File: src/include/pp_regs.svh
// Register indices, field positions, reset values and timing counts
// Functional notes
// Serial control bits 5 and 2 pick push/pull or open drain, lines 4, 5.
// Serial control bits 4 and 1 hold output data for lines 4 and 5.
// Serial control bits 3 and 0 set direction of lines 4 and 5.
// PWM pin control register visible only with global and PWM enables set.
// PWM control hidden: standard low registers drive lines 0-3, no open drain.
// PWM control bits 11, 8, 5, 2 pick open drain for lines 3..0.
// PWM control bits 10, 7, 4, 1 hold output data for lines 3..0.
// PWM control bits 9, 6, 3, 0 set direction for lines 3..0.
// Demultiplexed bus mode uses all sixteen port A lines as address bus.
// Multiplexed bus modes leave port A free for general purpose use.
// In demux mode the bus controller owns direction and loads the latch.
// Software must not write port A latch while bus mode is on.
// Bus modes off: last written direction register applies again.
// Any enabled extension peripheral blocks the demultiplexed bus function.
// High lines 7..4 feed capture and interrupt inputs, sampled periodically.
// Port A pins are shared with serial, I2C, sync serial and PWM units.
// Port B has 14 lines with direction and open drain per line.
// Port B data bits 15..2 read/write, bits 1..0 absent, reset zero.
// Port B direction bit 0 is high-impedance input, 1 is output.
// Serial control visible only with global and serial enables set.
// Reserved bits read zero and ignore writes.
`ifndef PP_REGS_SVH
`define PP_REGS_SVH

// ==========================================================================
// Register indices (byte address is four times the index)
`define PP_IDX_PWM    16'hEC80
`define PP_IDX_SER    16'hE980
`define PP_IDX_CFG    16'hE000
`define PP_IDX_PALD   16'hFF04
`define PP_IDX_PAHD   16'hFF06
`define PP_IDX_PALDIR 16'hF104
`define PP_IDX_PAHDIR 16'hF106
`define PP_IDX_PBD    16'hFFC0
`define PP_IDX_PBDIR  16'hFFC2
`define PP_IDX_PBOD   16'hF1C2

// ==========================================================================
// Implemented-bit masks and reset values
`define PP_MSK_PWM  16'h0FFF
`define PP_MSK_SER  16'h003F
`define PP_MSK_CFG  16'h003F
`define PP_MSK_BYTE 16'h00FF
`define PP_MSK_PB   16'hFFFC
`define PP_RST_16   16'h0000

// ==========================================================================
// Configuration register fields
`define PP_CFG_GLOBAL 0
`define PP_CFG_ASC    1
`define PP_CFG_SSC    2
`define PP_CFG_I2C    3
`define PP_CFG_PWM    4
`define PP_CFG_DEMUX  5

// ==========================================================================
// Capture sampling period, rounded up to whole clocks
`define PP_CLK_MHZ  25
`define PP_CAP_PS   83340
`define PP_CAP_CYC  ((`PP_CAP_PS * `PP_CLK_MHZ + 999999) / 1000000)

`endif

File: src/include/pp_pkg.sv
// Types shared by the port pin logic
package pp_pkg;

  // ========================================================================
  // Register selection
  typedef enum logic [3:0] {
    PP_R_NONE   = 4'h0,
    PP_R_PWM    = 4'h1,
    PP_R_SER    = 4'h2,
    PP_R_CFG    = 4'h3,
    PP_R_PALD   = 4'h4,
    PP_R_PAHD   = 4'h5,
    PP_R_PALDIR = 4'h6,
    PP_R_PAHDIR = 4'h7,
    PP_R_PBD    = 4'h8,
    PP_R_PBDIR  = 4'h9,
    PP_R_PBOD   = 4'hA
  } pp_reg_type;

endpackage : pp_pkg

File: src/hw/pp_port_mux.sv
// Port A/B pin control, alternate-function sharing and register slave
//
// Design decision made here: register access over Wishbone.
`timescale 1ns/1ps
`include "pp_regs.svh"

module pp_port_mux
  import pp_pkg::*;
(
  input  wire logic        clk_i,
  input  wire logic        rst_i,
  input  wire logic        wb_cyc_i,
  input  wire logic        wb_stb_i,
  input  wire logic        wb_we_i,
  input  wire logic [17:2] wb_adr_i,
  input  wire logic [3:0]  wb_sel_i,
  input  wire logic [31:0] wb_dat_i,
  output logic      [31:0] wb_dat_o,
  output logic             wb_ack_o,
  input  wire logic        ext_access_i,
  input  wire logic [15:0] ext_addr_i,
  input  wire logic [15:0] alt_data_i,
  input  wire logic [15:0] pa_pin_i,
  output logic      [15:0] pa_out_o,
  output logic      [15:0] pa_oe_o,
  output logic      [15:0] pa_in_o,
  output logic      [3:0]  cap_o,
  output logic             demux_act_o,
  input  wire logic [15:0] pb_pin_i,
  output logic      [15:0] pb_out_o,
  output logic      [15:0] pb_oe_o,
  output logic      [15:0] pb_in_o
);

  localparam logic [3:0] CAP_LAST = 4'(`PP_CAP_CYC - 1);

  // ========================================================================
  // Helpers
  function automatic pp_reg_type dec(input logic [15:0] idx);
    case (idx)
      `PP_IDX_PWM:    dec = PP_R_PWM;
      `PP_IDX_SER:    dec = PP_R_SER;
      `PP_IDX_CFG:    dec = PP_R_CFG;
      `PP_IDX_PALD:   dec = PP_R_PALD;
      `PP_IDX_PAHD:   dec = PP_R_PAHD;
      `PP_IDX_PALDIR: dec = PP_R_PALDIR;
      `PP_IDX_PAHDIR: dec = PP_R_PAHDIR;
      `PP_IDX_PBD:    dec = PP_R_PBD;
      `PP_IDX_PBDIR:  dec = PP_R_PBDIR;
      `PP_IDX_PBOD:   dec = PP_R_PBOD;
      default:        dec = PP_R_NONE;
    endcase
  endfunction : dec

  // Byte-lane merge; masked-off bits stay zero
  function automatic logic [15:0] wmerge(input logic [15:0] old,
                                         input logic [15:0] wd,
                                         input logic [1:0]  sel,
                                         input logic [15:0] msk);
    logic [15:0] be;
    be = {{8{sel[1]}}, {8{sel[0]}}} & msk;
    wmerge = ((old & ~be) | (wd & be)) & msk;
  endfunction : wmerge

  // ========================================================================
  // State
  logic [15:0] cfg_ff, pwm_ff, ser_ff, pa_lat_ff, pa_dir_ff;
  logic [15:0] pb_dat_ff, pb_dir_ff, pb_od_ff, rdat_ff;
  logic        ack_ff;
  logic [15:0] nxt_cfg, nxt_pwm, nxt_ser, nxt_pa_lat, nxt_pa_dir;
  logic [15:0] nxt_pb_dat, nxt_pb_dir, nxt_pb_od, nxt_rdat;
  logic        nxt_ack;
  logic [3:0]  cap_ff, nxt_cap, cap_cnt_ff, nxt_cap_cnt;

  pp_reg_type  sel_reg;
  logic        req, wr;
  logic        pwm_vis, ser_vis, any_ext, demux_act;
  logic [15:0] ea_dat, ea_dir, ea_od, pa_rd, pb_rd, tmp, pb_in_raw;

  assign sel_reg = dec(wb_adr_i);
  assign req     = wb_cyc_i & wb_stb_i & ~ack_ff;
  assign wr      = req & wb_we_i;

  assign pwm_vis = cfg_ff[`PP_CFG_GLOBAL] & cfg_ff[`PP_CFG_PWM];
  assign ser_vis = cfg_ff[`PP_CFG_GLOBAL] & cfg_ff[`PP_CFG_ASC];
  // Any extension peripheral claims pins the address bus would need
  assign any_ext = cfg_ff[`PP_CFG_GLOBAL] &
                   (cfg_ff[`PP_CFG_ASC] | cfg_ff[`PP_CFG_SSC] |
                    cfg_ff[`PP_CFG_I2C] | cfg_ff[`PP_CFG_PWM]);
  assign demux_act = cfg_ff[`PP_CFG_DEMUX] & ~any_ext;

  // ========================================================================
  // Effective port A line configuration
  always_comb begin
    // Peripheral outputs idle high, so gating keeps the latch level
    ea_dat = pa_lat_ff & alt_data_i;
    ea_dir = pa_dir_ff;
    ea_od  = '0;
    if (pwm_vis) begin
      for (int y = 0; y < 4; y++) begin
        ea_od[y]  = pwm_ff[3*y+2];
        ea_dat[y] = pwm_ff[3*y+1] & alt_data_i[y];
        ea_dir[y] = pwm_ff[3*y];
      end
    end
    if (ser_vis) begin
      ea_od[4]  = ser_ff[5];
      ea_od[5]  = ser_ff[2];
      ea_dat[4] = ser_ff[4] & alt_data_i[4];
      ea_dat[5] = ser_ff[1] & alt_data_i[5];
      ea_dir[4] = ser_ff[3];
      ea_dir[5] = ser_ff[0];
    end
    if (demux_act) begin
      // Bus controller owns the whole port; direction register keeps its value
      ea_dat = pa_lat_ff;
      ea_dir = 16'hFFFF;
      ea_od  = '0;
    end
  end

  pp_pin_cell #(.W(16)) u_pa (
    .clk_i (clk_i),
    .rst_i (rst_i),
    .dat_i (ea_dat),
    .dir_i (ea_dir),
    .od_i  (ea_od),
    .pin_i (pa_pin_i),
    .out_o (pa_out_o),
    .oe_o  (pa_oe_o),
    .in_o  (pa_in_o)
  );

  // Lines 1..0 of port B do not exist: never driven, read as zero
  pp_pin_cell #(.W(16)) u_pb (
    .clk_i (clk_i),
    .rst_i (rst_i),
    .dat_i (pb_dat_ff),
    .dir_i (pb_dir_ff),
    .od_i  (pb_od_ff),
    .pin_i (pb_pin_i),
    .out_o (pb_out_o),
    .oe_o  (pb_oe_o),
    .in_o  (pb_in_raw)
  );

  // Mask after the synchroniser so the raw pin meets two flops first
  assign pb_in_o = pb_in_raw & `PP_MSK_PB;

  // Reads show the pin on input lines and the latch on output lines
  assign pa_rd = (pa_lat_ff & ea_dir) | (pa_in_o & ~ea_dir);
  assign pb_rd = (pb_dat_ff & pb_dir_ff) | (pb_in_o & ~pb_dir_ff);

  // ========================================================================
  // Register slave: answer one cycle after the request
  always_comb begin
    nxt_cfg    = cfg_ff;
    nxt_pwm    = pwm_ff;
    nxt_ser    = ser_ff;
    nxt_pa_lat = pa_lat_ff;
    nxt_pa_dir = pa_dir_ff;
    nxt_pb_dat = pb_dat_ff;
    nxt_pb_dir = pb_dir_ff;
    nxt_pb_od  = pb_od_ff;
    nxt_ack    = req;
    nxt_rdat   = rdat_ff;
    tmp        = '0;
    if (req) begin
      nxt_rdat = '0;
      case (sel_reg)
        PP_R_PWM:    nxt_rdat = pwm_vis ? pwm_ff : '0;
        PP_R_SER:    nxt_rdat = ser_vis ? ser_ff : '0;
        PP_R_CFG:    nxt_rdat = cfg_ff;
        PP_R_PALD:   nxt_rdat = {8'h00, pa_rd[7:0]};
        PP_R_PAHD:   nxt_rdat = {8'h00, pa_rd[15:8]};
        PP_R_PALDIR: nxt_rdat = {8'h00, pa_dir_ff[7:0]};
        PP_R_PAHDIR: nxt_rdat = {8'h00, pa_dir_ff[15:8]};
        PP_R_PBD:    nxt_rdat = pb_rd & `PP_MSK_PB;
        PP_R_PBDIR:  nxt_rdat = pb_dir_ff;
        PP_R_PBOD:   nxt_rdat = pb_od_ff;
        default:     nxt_rdat = '0;
      endcase
    end
    if (wr) begin
      case (sel_reg)
        PP_R_PWM: begin
          if (pwm_vis) begin
            nxt_pwm = wmerge(pwm_ff, wb_dat_i[15:0], wb_sel_i[1:0],
                             `PP_MSK_PWM);
          end
        end
        PP_R_SER: begin
          if (ser_vis) begin
            nxt_ser = wmerge(ser_ff, wb_dat_i[15:0], wb_sel_i[1:0],
                             `PP_MSK_SER);
          end
        end
        PP_R_CFG: begin
          nxt_cfg = wmerge(cfg_ff, wb_dat_i[15:0], wb_sel_i[1:0],
                           `PP_MSK_CFG);
        end
        PP_R_PALD: begin
          tmp = wmerge({8'h00, pa_lat_ff[7:0]}, wb_dat_i[15:0],
                       wb_sel_i[1:0], `PP_MSK_BYTE);
          nxt_pa_lat[7:0] = tmp[7:0];
        end
        PP_R_PAHD: begin
          tmp = wmerge({8'h00, pa_lat_ff[15:8]}, wb_dat_i[15:0],
                       wb_sel_i[1:0], `PP_MSK_BYTE);
          nxt_pa_lat[15:8] = tmp[7:0];
        end
        PP_R_PALDIR: begin
          tmp = wmerge({8'h00, pa_dir_ff[7:0]}, wb_dat_i[15:0],
                       wb_sel_i[1:0], `PP_MSK_BYTE);
          nxt_pa_dir[7:0] = tmp[7:0];
        end
        PP_R_PAHDIR: begin
          tmp = wmerge({8'h00, pa_dir_ff[15:8]}, wb_dat_i[15:0],
                       wb_sel_i[1:0], `PP_MSK_BYTE);
          nxt_pa_dir[15:8] = tmp[7:0];
        end
        PP_R_PBD: begin
          nxt_pb_dat = wmerge(pb_dat_ff, wb_dat_i[15:0], wb_sel_i[1:0],
                              `PP_MSK_PB);
        end
        PP_R_PBDIR: begin
          nxt_pb_dir = wmerge(pb_dir_ff, wb_dat_i[15:0], wb_sel_i[1:0],
                              `PP_MSK_PB);
        end
        PP_R_PBOD: begin
          nxt_pb_od = wmerge(pb_od_ff, wb_dat_i[15:0], wb_sel_i[1:0],
                             `PP_MSK_PB);
        end
        default: begin
          nxt_cfg = cfg_ff;
        end
      endcase
    end
    // Address load wins over a software write, which must not happen anyway
    if (demux_act && ext_access_i) begin
      nxt_pa_lat = ext_addr_i;
    end
  end

  always_ff @(posedge clk_i) begin
    if (rst_i) begin
      cfg_ff    <= `PP_RST_16;
      pwm_ff    <= `PP_RST_16;
      ser_ff    <= `PP_RST_16;
      pa_lat_ff <= `PP_RST_16;
      pa_dir_ff <= `PP_RST_16;
      pb_dat_ff <= `PP_RST_16;
      pb_dir_ff <= `PP_RST_16;
      pb_od_ff  <= `PP_RST_16;
      rdat_ff   <= `PP_RST_16;
      ack_ff    <= 1'b0;
    end else begin
      cfg_ff    <= nxt_cfg;
      pwm_ff    <= nxt_pwm;
      ser_ff    <= nxt_ser;
      pa_lat_ff <= nxt_pa_lat;
      pa_dir_ff <= nxt_pa_dir;
      pb_dat_ff <= nxt_pb_dat;
      pb_dir_ff <= nxt_pb_dir;
      pb_od_ff  <= nxt_pb_od;
      rdat_ff   <= nxt_rdat;
      ack_ff    <= nxt_ack;
    end
  end

  assign wb_ack_o    = ack_ff;
  assign wb_dat_o    = {16'h0000, rdat_ff};
  assign demux_act_o = demux_act;
  assign cap_o       = cap_ff;

  // ========================================================================
  // Capture and interrupt sampling of high lines 7..4
  always_comb begin
    nxt_cap     = cap_ff;
    nxt_cap_cnt = cap_cnt_ff + 4'h1;
    if (cap_cnt_ff == CAP_LAST) begin
      nxt_cap_cnt = 4'h0;
      nxt_cap     = pa_in_o[15:12];
    end
  end

  always_ff @(posedge clk_i) begin
    if (rst_i) begin
      cap_ff     <= 4'h0;
      cap_cnt_ff <= 4'h0;
    end else begin
      cap_ff     <= nxt_cap;
      cap_cnt_ff <= nxt_cap_cnt;
    end
  end
endmodule : pp_port_mux

File: src/hw/pp_pin_cell.sv
// Pad driver and input synchroniser for a group of port lines
`timescale 1ns/1ps

module pp_pin_cell #(
  parameter int W = 16
) (
  input  wire logic         clk_i,
  input  wire logic         rst_i,
  input  wire logic [W-1:0] dat_i,
  input  wire logic [W-1:0] dir_i,
  input  wire logic [W-1:0] od_i,
  input  wire logic [W-1:0] pin_i,
  output logic      [W-1:0] out_o,
  output logic      [W-1:0] oe_o,
  output logic      [W-1:0] in_o
);

  logic [W-1:0] s1_ff;
  logic [W-1:0] s2_ff;
  logic [W-1:0] nxt_s1;
  logic [W-1:0] nxt_s2;

  // ========================================================================
  // Drivers: open drain only ever pulls low
  assign out_o = dat_i;
  assign oe_o  = dir_i & ~(od_i & dat_i);
  assign in_o  = s2_ff;

  // ========================================================================
  // Two-stage synchroniser
  always_comb begin
    nxt_s1 = pin_i;
    nxt_s2 = s1_ff;
  end

  always_ff @(posedge clk_i) begin
    if (rst_i) begin
      s1_ff <= '0;
      s2_ff <= '0;
    end else begin
      s1_ff <= nxt_s1;
      s2_ff <= nxt_s2;
    end
  end

endmodule : pp_pin_cell

File: config.mk
export PLATFORM = sky130hd
export DESIGN_NAME = pp_port_mux
export DESIGN_NICKNAME = d
export VERILOG_FILES = /design/src/include/pp_pkg.sv /design/src/hw/pp_port_mux.sv /design/src/hw/pp_pin_cell.sv
export VERILOG_INCLUDE_DIRS = /design/src /design/src/include
export SDC_FILE = /design/constraint.sdc
export NUM_CORES = 1
export LEC_CHECK = 0
export BUFFER_PORTS_ARGS = -buffer_cell sky130_fd_sc_hd__buf_2
export CAP_MARGIN = 30
export CORE_ASPECT_RATIO = 1.25
export CORE_MARGIN = 2
export CORE_UTILIZATION = 47
export CTS_CLUSTER_DIAMETER = 30
export CTS_CLUSTER_SIZE = 28
export DETAILED_ROUTE_END_ITERATION = 16
export PLACE_DENSITY = 0.78
export RECOVER_POWER = 25
export SYNTH_ARGS = -nofsm -noshare
export SYNTH_HDL_FRONTEND = slang
export SYNTH_HIERARCHICAL = 1
export SYNTH_SLANG_ARGS = --single-unit
export TNS_END_PERCENT = 5
File: constraint.sdc
create_clock -name clk_i -period 2.2 [get_ports clk_i]
set_input_delay 0.22 -clock clk_i [delete_from_list [all_inputs] [get_ports clk_i]]
set_output_delay 0.22 -clock clk_i [all_outputs]
set_load 0.1 [all_outputs]
==> results of run 1 <==
## layer usage
layer  up-vias  global-route usage
li1       4058                   -
met1      4100               0.331
met2       489               0.496
met3       100              0.0532
met4         0               0.200
met5         -                   0
## final timing paths
check / end / cells past startpoint / from / slack (ns)
max: pa_oe_o[4] / 6 / register / -0.09
min: u_pa/nxt_s2[11] / 2 / pa_pin_i[11] / 0.03
min reg2reg: u_pb/in_o[7] / 1 / u_pb/nxt_s2[7] / 0.44
max reg2reg: rdat_ff[1] / 8 / register / 0.07
## final cells by class
type	count	share of cell area
diodes	1	0.000208
clock buffers	17	0.0353
clock inverters	15	0.0167
inverters	17	0.00551
multi-input cells	746	0.394
flip-flops and latches	183	0.305
well taps	228	0.0237
repair buffers	338	0.220
## what timing repair did
item                                   CTS  global route
pin swaps                                3             3
resized for setup                       40            22
setup buffers                            4             1
hold buffers                            27             0
endpoints found under the hold margin   27             0
setup endpoints to repair               34            36
## per-stage QoR
stage	cells	utilization	setup TNS, ns	power, uW
after floorplan	1060	-	-17.82	4040
after global placement	1480	0.600	-0.813	4250
after detailed placement	1480	0.600	-1.84	4260
after CTS	1543	0.661	-1.42	7390
after global routing	1545	0.665	-3.92	7570
final	1545	0.665	-1.66	7360
## power breakdown
| group | switching (uW) | internal (uW) |
|---|---|---|
| clock | 1570 | 1570 |
| combinational | 603 | 214 |
| sequential | 39.3 | 3370 |
==> results_dict.tcl, run 1 <==
set metrics [dict create \
    worstSetupPathType "reg -> out" \
    setup_slack_ns -0.0941 \
    core_area_um2 18100 \
    hold_viol 0 \
    initial_core_util 0.480 \
    postRouteAntennaNets 0 \
    ioPinCount 256 \
    tritoncts "yes" \
    critPathMaxStageDelay_ns 0.36 \
    timing_worst_slew_pin_value_ns 1.14 \
    wl_per_cell_um 19.1 \
    numClockSinks 183 \
    multi_input_area_um2 4740 \
    status "finished with violations" \
    maxSlewViolCount 0 \
    p_leak_uw 0.00493 \
    place_congestion 1.05 \
    antenna_found_initial 1 \
    cts_made_buffers 17 \
    layout_min_cycle_time_ns 2.29 \
    min_path_type "in -> reg" \
    dr_total_vias 8747 \
    met1_length_mm 11.0 \
    num-fill-cells 1429 \
    end_kind "output pin" \
    cts_max_level 4 \
    clock.fmax_ghz 0.436 \
    die_width_um 126 \
    grt_max_degree 60 \
    critPathRequiredTime_ns 1.98 \
    design_area_um2 12000 \
    track_usage 0.291 \
    start_kind "register" \
    drt_drc_violations_left 0 \
    grt_pass1_vias 8469 \
    setup_violations 29 \
    seq_area_um2 3670 \
    cp_max_fo 10 \
    finClkSkew_ns 0.0144 \
    die_area_um2 19600 \
    clk_pin_slew_ns 0.08 \
    wl_met3_mm 2.13 \
    nets 1427 \
    p_per_area_nw_per_um2 611 \
    synthCells 1025 \
    layout_common_cells "180 x dfxtp_1, 179 x buf_2, 157 x nand2_1" \
    avgSynthCellArea_um2 8.48 \
    arrival_ns 2.07 \
    cts_buffer_depth 2 \
    port_buffers 213 \
    grt_setup_unrepaired "true" \
    wl_mm 29.5 \
    netlist_area_um2 8690 \
    wl_met2_mm 14.4 \
    hold_slack_ns 0.0283 \
    crit_slowest_cell "o41ai_2" \
    grt_pass1_wl_mm 44.9 \
    cp_num_buf_inv 2 \
    min_period_over_period 1.04 \
    place_ws_ns -0.161 \
    peakVddDrop_mv 0.716 \
    dp_hpwl_mm 21.1 \
    dr.first_iter.drc_count 957 \
    drtPass1Iterations 6 \
    placed_cell_area_um2 10900 \
    maxSlewHeadroom 0.237 \
    cts_root_buf "clkbuf_16" \
    clock_latency_ns 0.44 \
    violations "setup timing" \
    synth_warnings 6 \
    die_y_um 156 \
    drive_gt1_frac 0.311 \
    placement_rows 55 \
    max_cap_viol_count 0 \
    via_per_inst 5.66 \
    syn_to_final_growth_pct 38.5 \
    overflow 0 \
    cp_cell_sequence "o41ai_2 > nand2_2 > buf_6 > nand3_1 > a21boi_4 > buf_12" \
    mostFrequentLayoutCell "dfxtp_1" \
    routed.top_layer "met4" \
    crit_family "compound AO/OA/AOI/OAI gates" \
]
(Power assumes the default switching activity.)
==> inputs of run 2 (changes only) <==
Settings changed: CORE_UTILIZATION 47 to 29, MAX_ROUTING_LAYER from default to met4, PLACE_DENSITY 0.78 to 0.54.
==> run 2 against run 1 <==
Against the previous run:
- the flow finishes with violations (capacitance limit, slew limit, setup timing)
- sequential share of layout area fell by 0.67 points
- via count fell by 4.0%
- die area rose by 60%
- clock-buffer cell count did not move
- clock skew fell by 0.0055 ns
- final cell count rose by 11%
- combinational power barely moved
- critical endpoint is now pa_oe_o[0]
- largest cell class unchanged
- highest routed layer unchanged
==> results_dict.tcl, run 2 (same netlist as run 1, synthesis figures left out) <==
set metrics [dict create \
    wl_mm 31.4 \
    arrival_ns 2.09 \
    critPathRequiredTime_ns 1.98 \
    numClockSinks 183 \
    ioPinCount 256 \
    end_kind "output pin" \
    drtPass1Iterations 5 \
    finalPower_uw 7390 \
    wl_per_cell_um 18.3 \
    worstSetupPathType "reg -> out" \
    postRouteAntennaNets 0 \
    cts_buffer_depth 2 \
    drt_drc_violations_left 0 \
    min_path_type "in -> reg" \
    setup_violations 23 \
    p_per_area_nw_per_um2 601 \
    grt_pass1_wl_mm 47.7 \
    track_usage 0.202 \
    crit_slowest_cell "dfxtp_2" \
    cts_root_buf "clkbuf_16" \
    dr_total_vias 8401 \
    placement_rows 70 \
    layout_min_cycle_time_ns 2.31 \
    die_y_um 198 \
    cts_max_level 4 \
    critPathMaxStageDelay_ns 0.33 \
    finClkSkew_ns 0.00891 \
    tns_ns -1.40 \
    start_kind "register" \
    clock.fmax_ghz 0.433 \
    antenna_found_initial 0 \
    via_per_inst 4.91 \
    maxSlewViolCount 73 \
    grt_setup_unrepaired "true" \
    grt_max_degree 73 \
    clk_pin_slew_ns 0.08 \
    p_leak_uw 0.00495 \
    port_buffers 213 \
    grt_pass1_vias 8311 \
    place_congestion 0.891 \
    hold_viol 0 \
    overflow 0 \
    initial_core_util 0.296 \
    maxSlewHeadroom -0.0544 \
    tritoncts "yes" \
    dpl.cell_count 1649 \
    setup_slack_ns -0.108 \
    die_area_um2 31400 \
    timing_worst_slew_pin_value_ns 1.58 \
    cts_made_buffers 17 \
    peakVddDrop_mv 0.483 \
    violations "capacitance limit, slew limit, setup timing" \
    status "finished with violations" \
    mostFrequentLayoutCell "dfxtp_1" \
    nets 1426 \
    max_cap_viol_count 1 \
    die_width_um 159 \
    finalNonFillerCells 1711 \
    drive_gt1_frac 0.315 \
    dr.first_iter.drc_count 552 \
    syn_to_final_growth_pct 41.6 \
    core_area_um2 29300 \
    layout_common_cells "181 x dfxtp_1, 179 x buf_2, 155 x nand2_1" \
    dp_hpwl_mm 23.8 \
    place_ws_ns -0.186 \
    clock_latency_ns 0.45 \
    cp_max_fo 6 \
    cp_cell_sequence "o41ai_2 > nand2_1 > buf_6 > clkbuf_16 > nand2_4 > a32o_2 > a21boi_4 > buf_12" \
    num_antenna_cells 0 \
    min_period_over_period 1.05 \
]
==> run 2: cell count changes in the layout (fill, tap and decap cells not counted), sizes merged <==
cell      change
buf           -2
clkbuf        +1
diode         -1
inv           -1
clkinvlp      +1
==> run 2: worst paths after layout <==
| kind | endpoint | start | depth (start not counted) | slack [ns] |
|---|---|---|---|---|
| hold reg to reg | u_pb/in_o[9] | u_pb/nxt_s2[9] | 1 | 0.44 |
| hold / removal | u_pa/nxt_s2[2] | pa_pin_i[2] | 2 | 0.01 |
| setup / recovery | pa_oe_o[0] | register | 8 | -0.11 |
| setup reg to reg | rdat_ff[2] | register | 8 | 0.04 |
==> run 2: report_power, final <==
group | internal [uW] | leakage (uW) | switching, uW
clock | 1560 | 0.000297 | 1600
combinational | 212 | 0.00316 | 607
sequential | 3370 | 0.00149 | 35.5
==> run 2: routing by layer <==
metal | wire (um) | part of all wire | up-vias | GRT usage
met5 | 0 | 0 | - | -
met4 | 903 | 0.029 | 0 | 0.0734
met1 | 12900 | 0.41 | 3953 | 0.235
li1 | - | - | 4060 | -
met2 | 15700 | 0.50 | 330 | 0.344
met3 | 1880 | 0.060 | 58 | 0.0414
==> run 2: cell type report <==
type / count / area, um^2
clock buffer: 17 / 425
timing repair buffer: 337 / 2660
fill: 2969 / 17000
multi-input combinational: 746 / 4790
sequential: 183 / 3670
inverter: 17 / 63.8
clock inverter: 15 / 203
tap: 396 / 495
==> run 2: critical path, delay by kind of cell, from the launching register on <==
kind	cells	cell delay, ns
compound gates	3	0.60
buf+inv	3	0.50
flops	1	0.33
simple gates	2	0.20
==> run 2: through the flow <==
step | cell area (um^2) | utilization | hold slack [ns]
final | 12300 | 0.419 | 0.00978
after global routing | 12300 | 0.419 | 0.000266
after CTS | 12200 | 0.417 | 0.0116
after detailed placement | 11100 | 0.377 | 0.422
after global placement | 11100 | 0.377 | 0.415
after floorplan | 8890 | - | 0.292
==> run 2: timing repair <==
action                                 in CTS  in global routing
setup endpoints to repair                  34                 33
buffers inserted                            1                  1
resized for setup                          54                 15
pin swaps                                   4                  8
hold buffers                               27                  0
endpoints found under the hold margin      27                  0
gates cloned                                0                  1
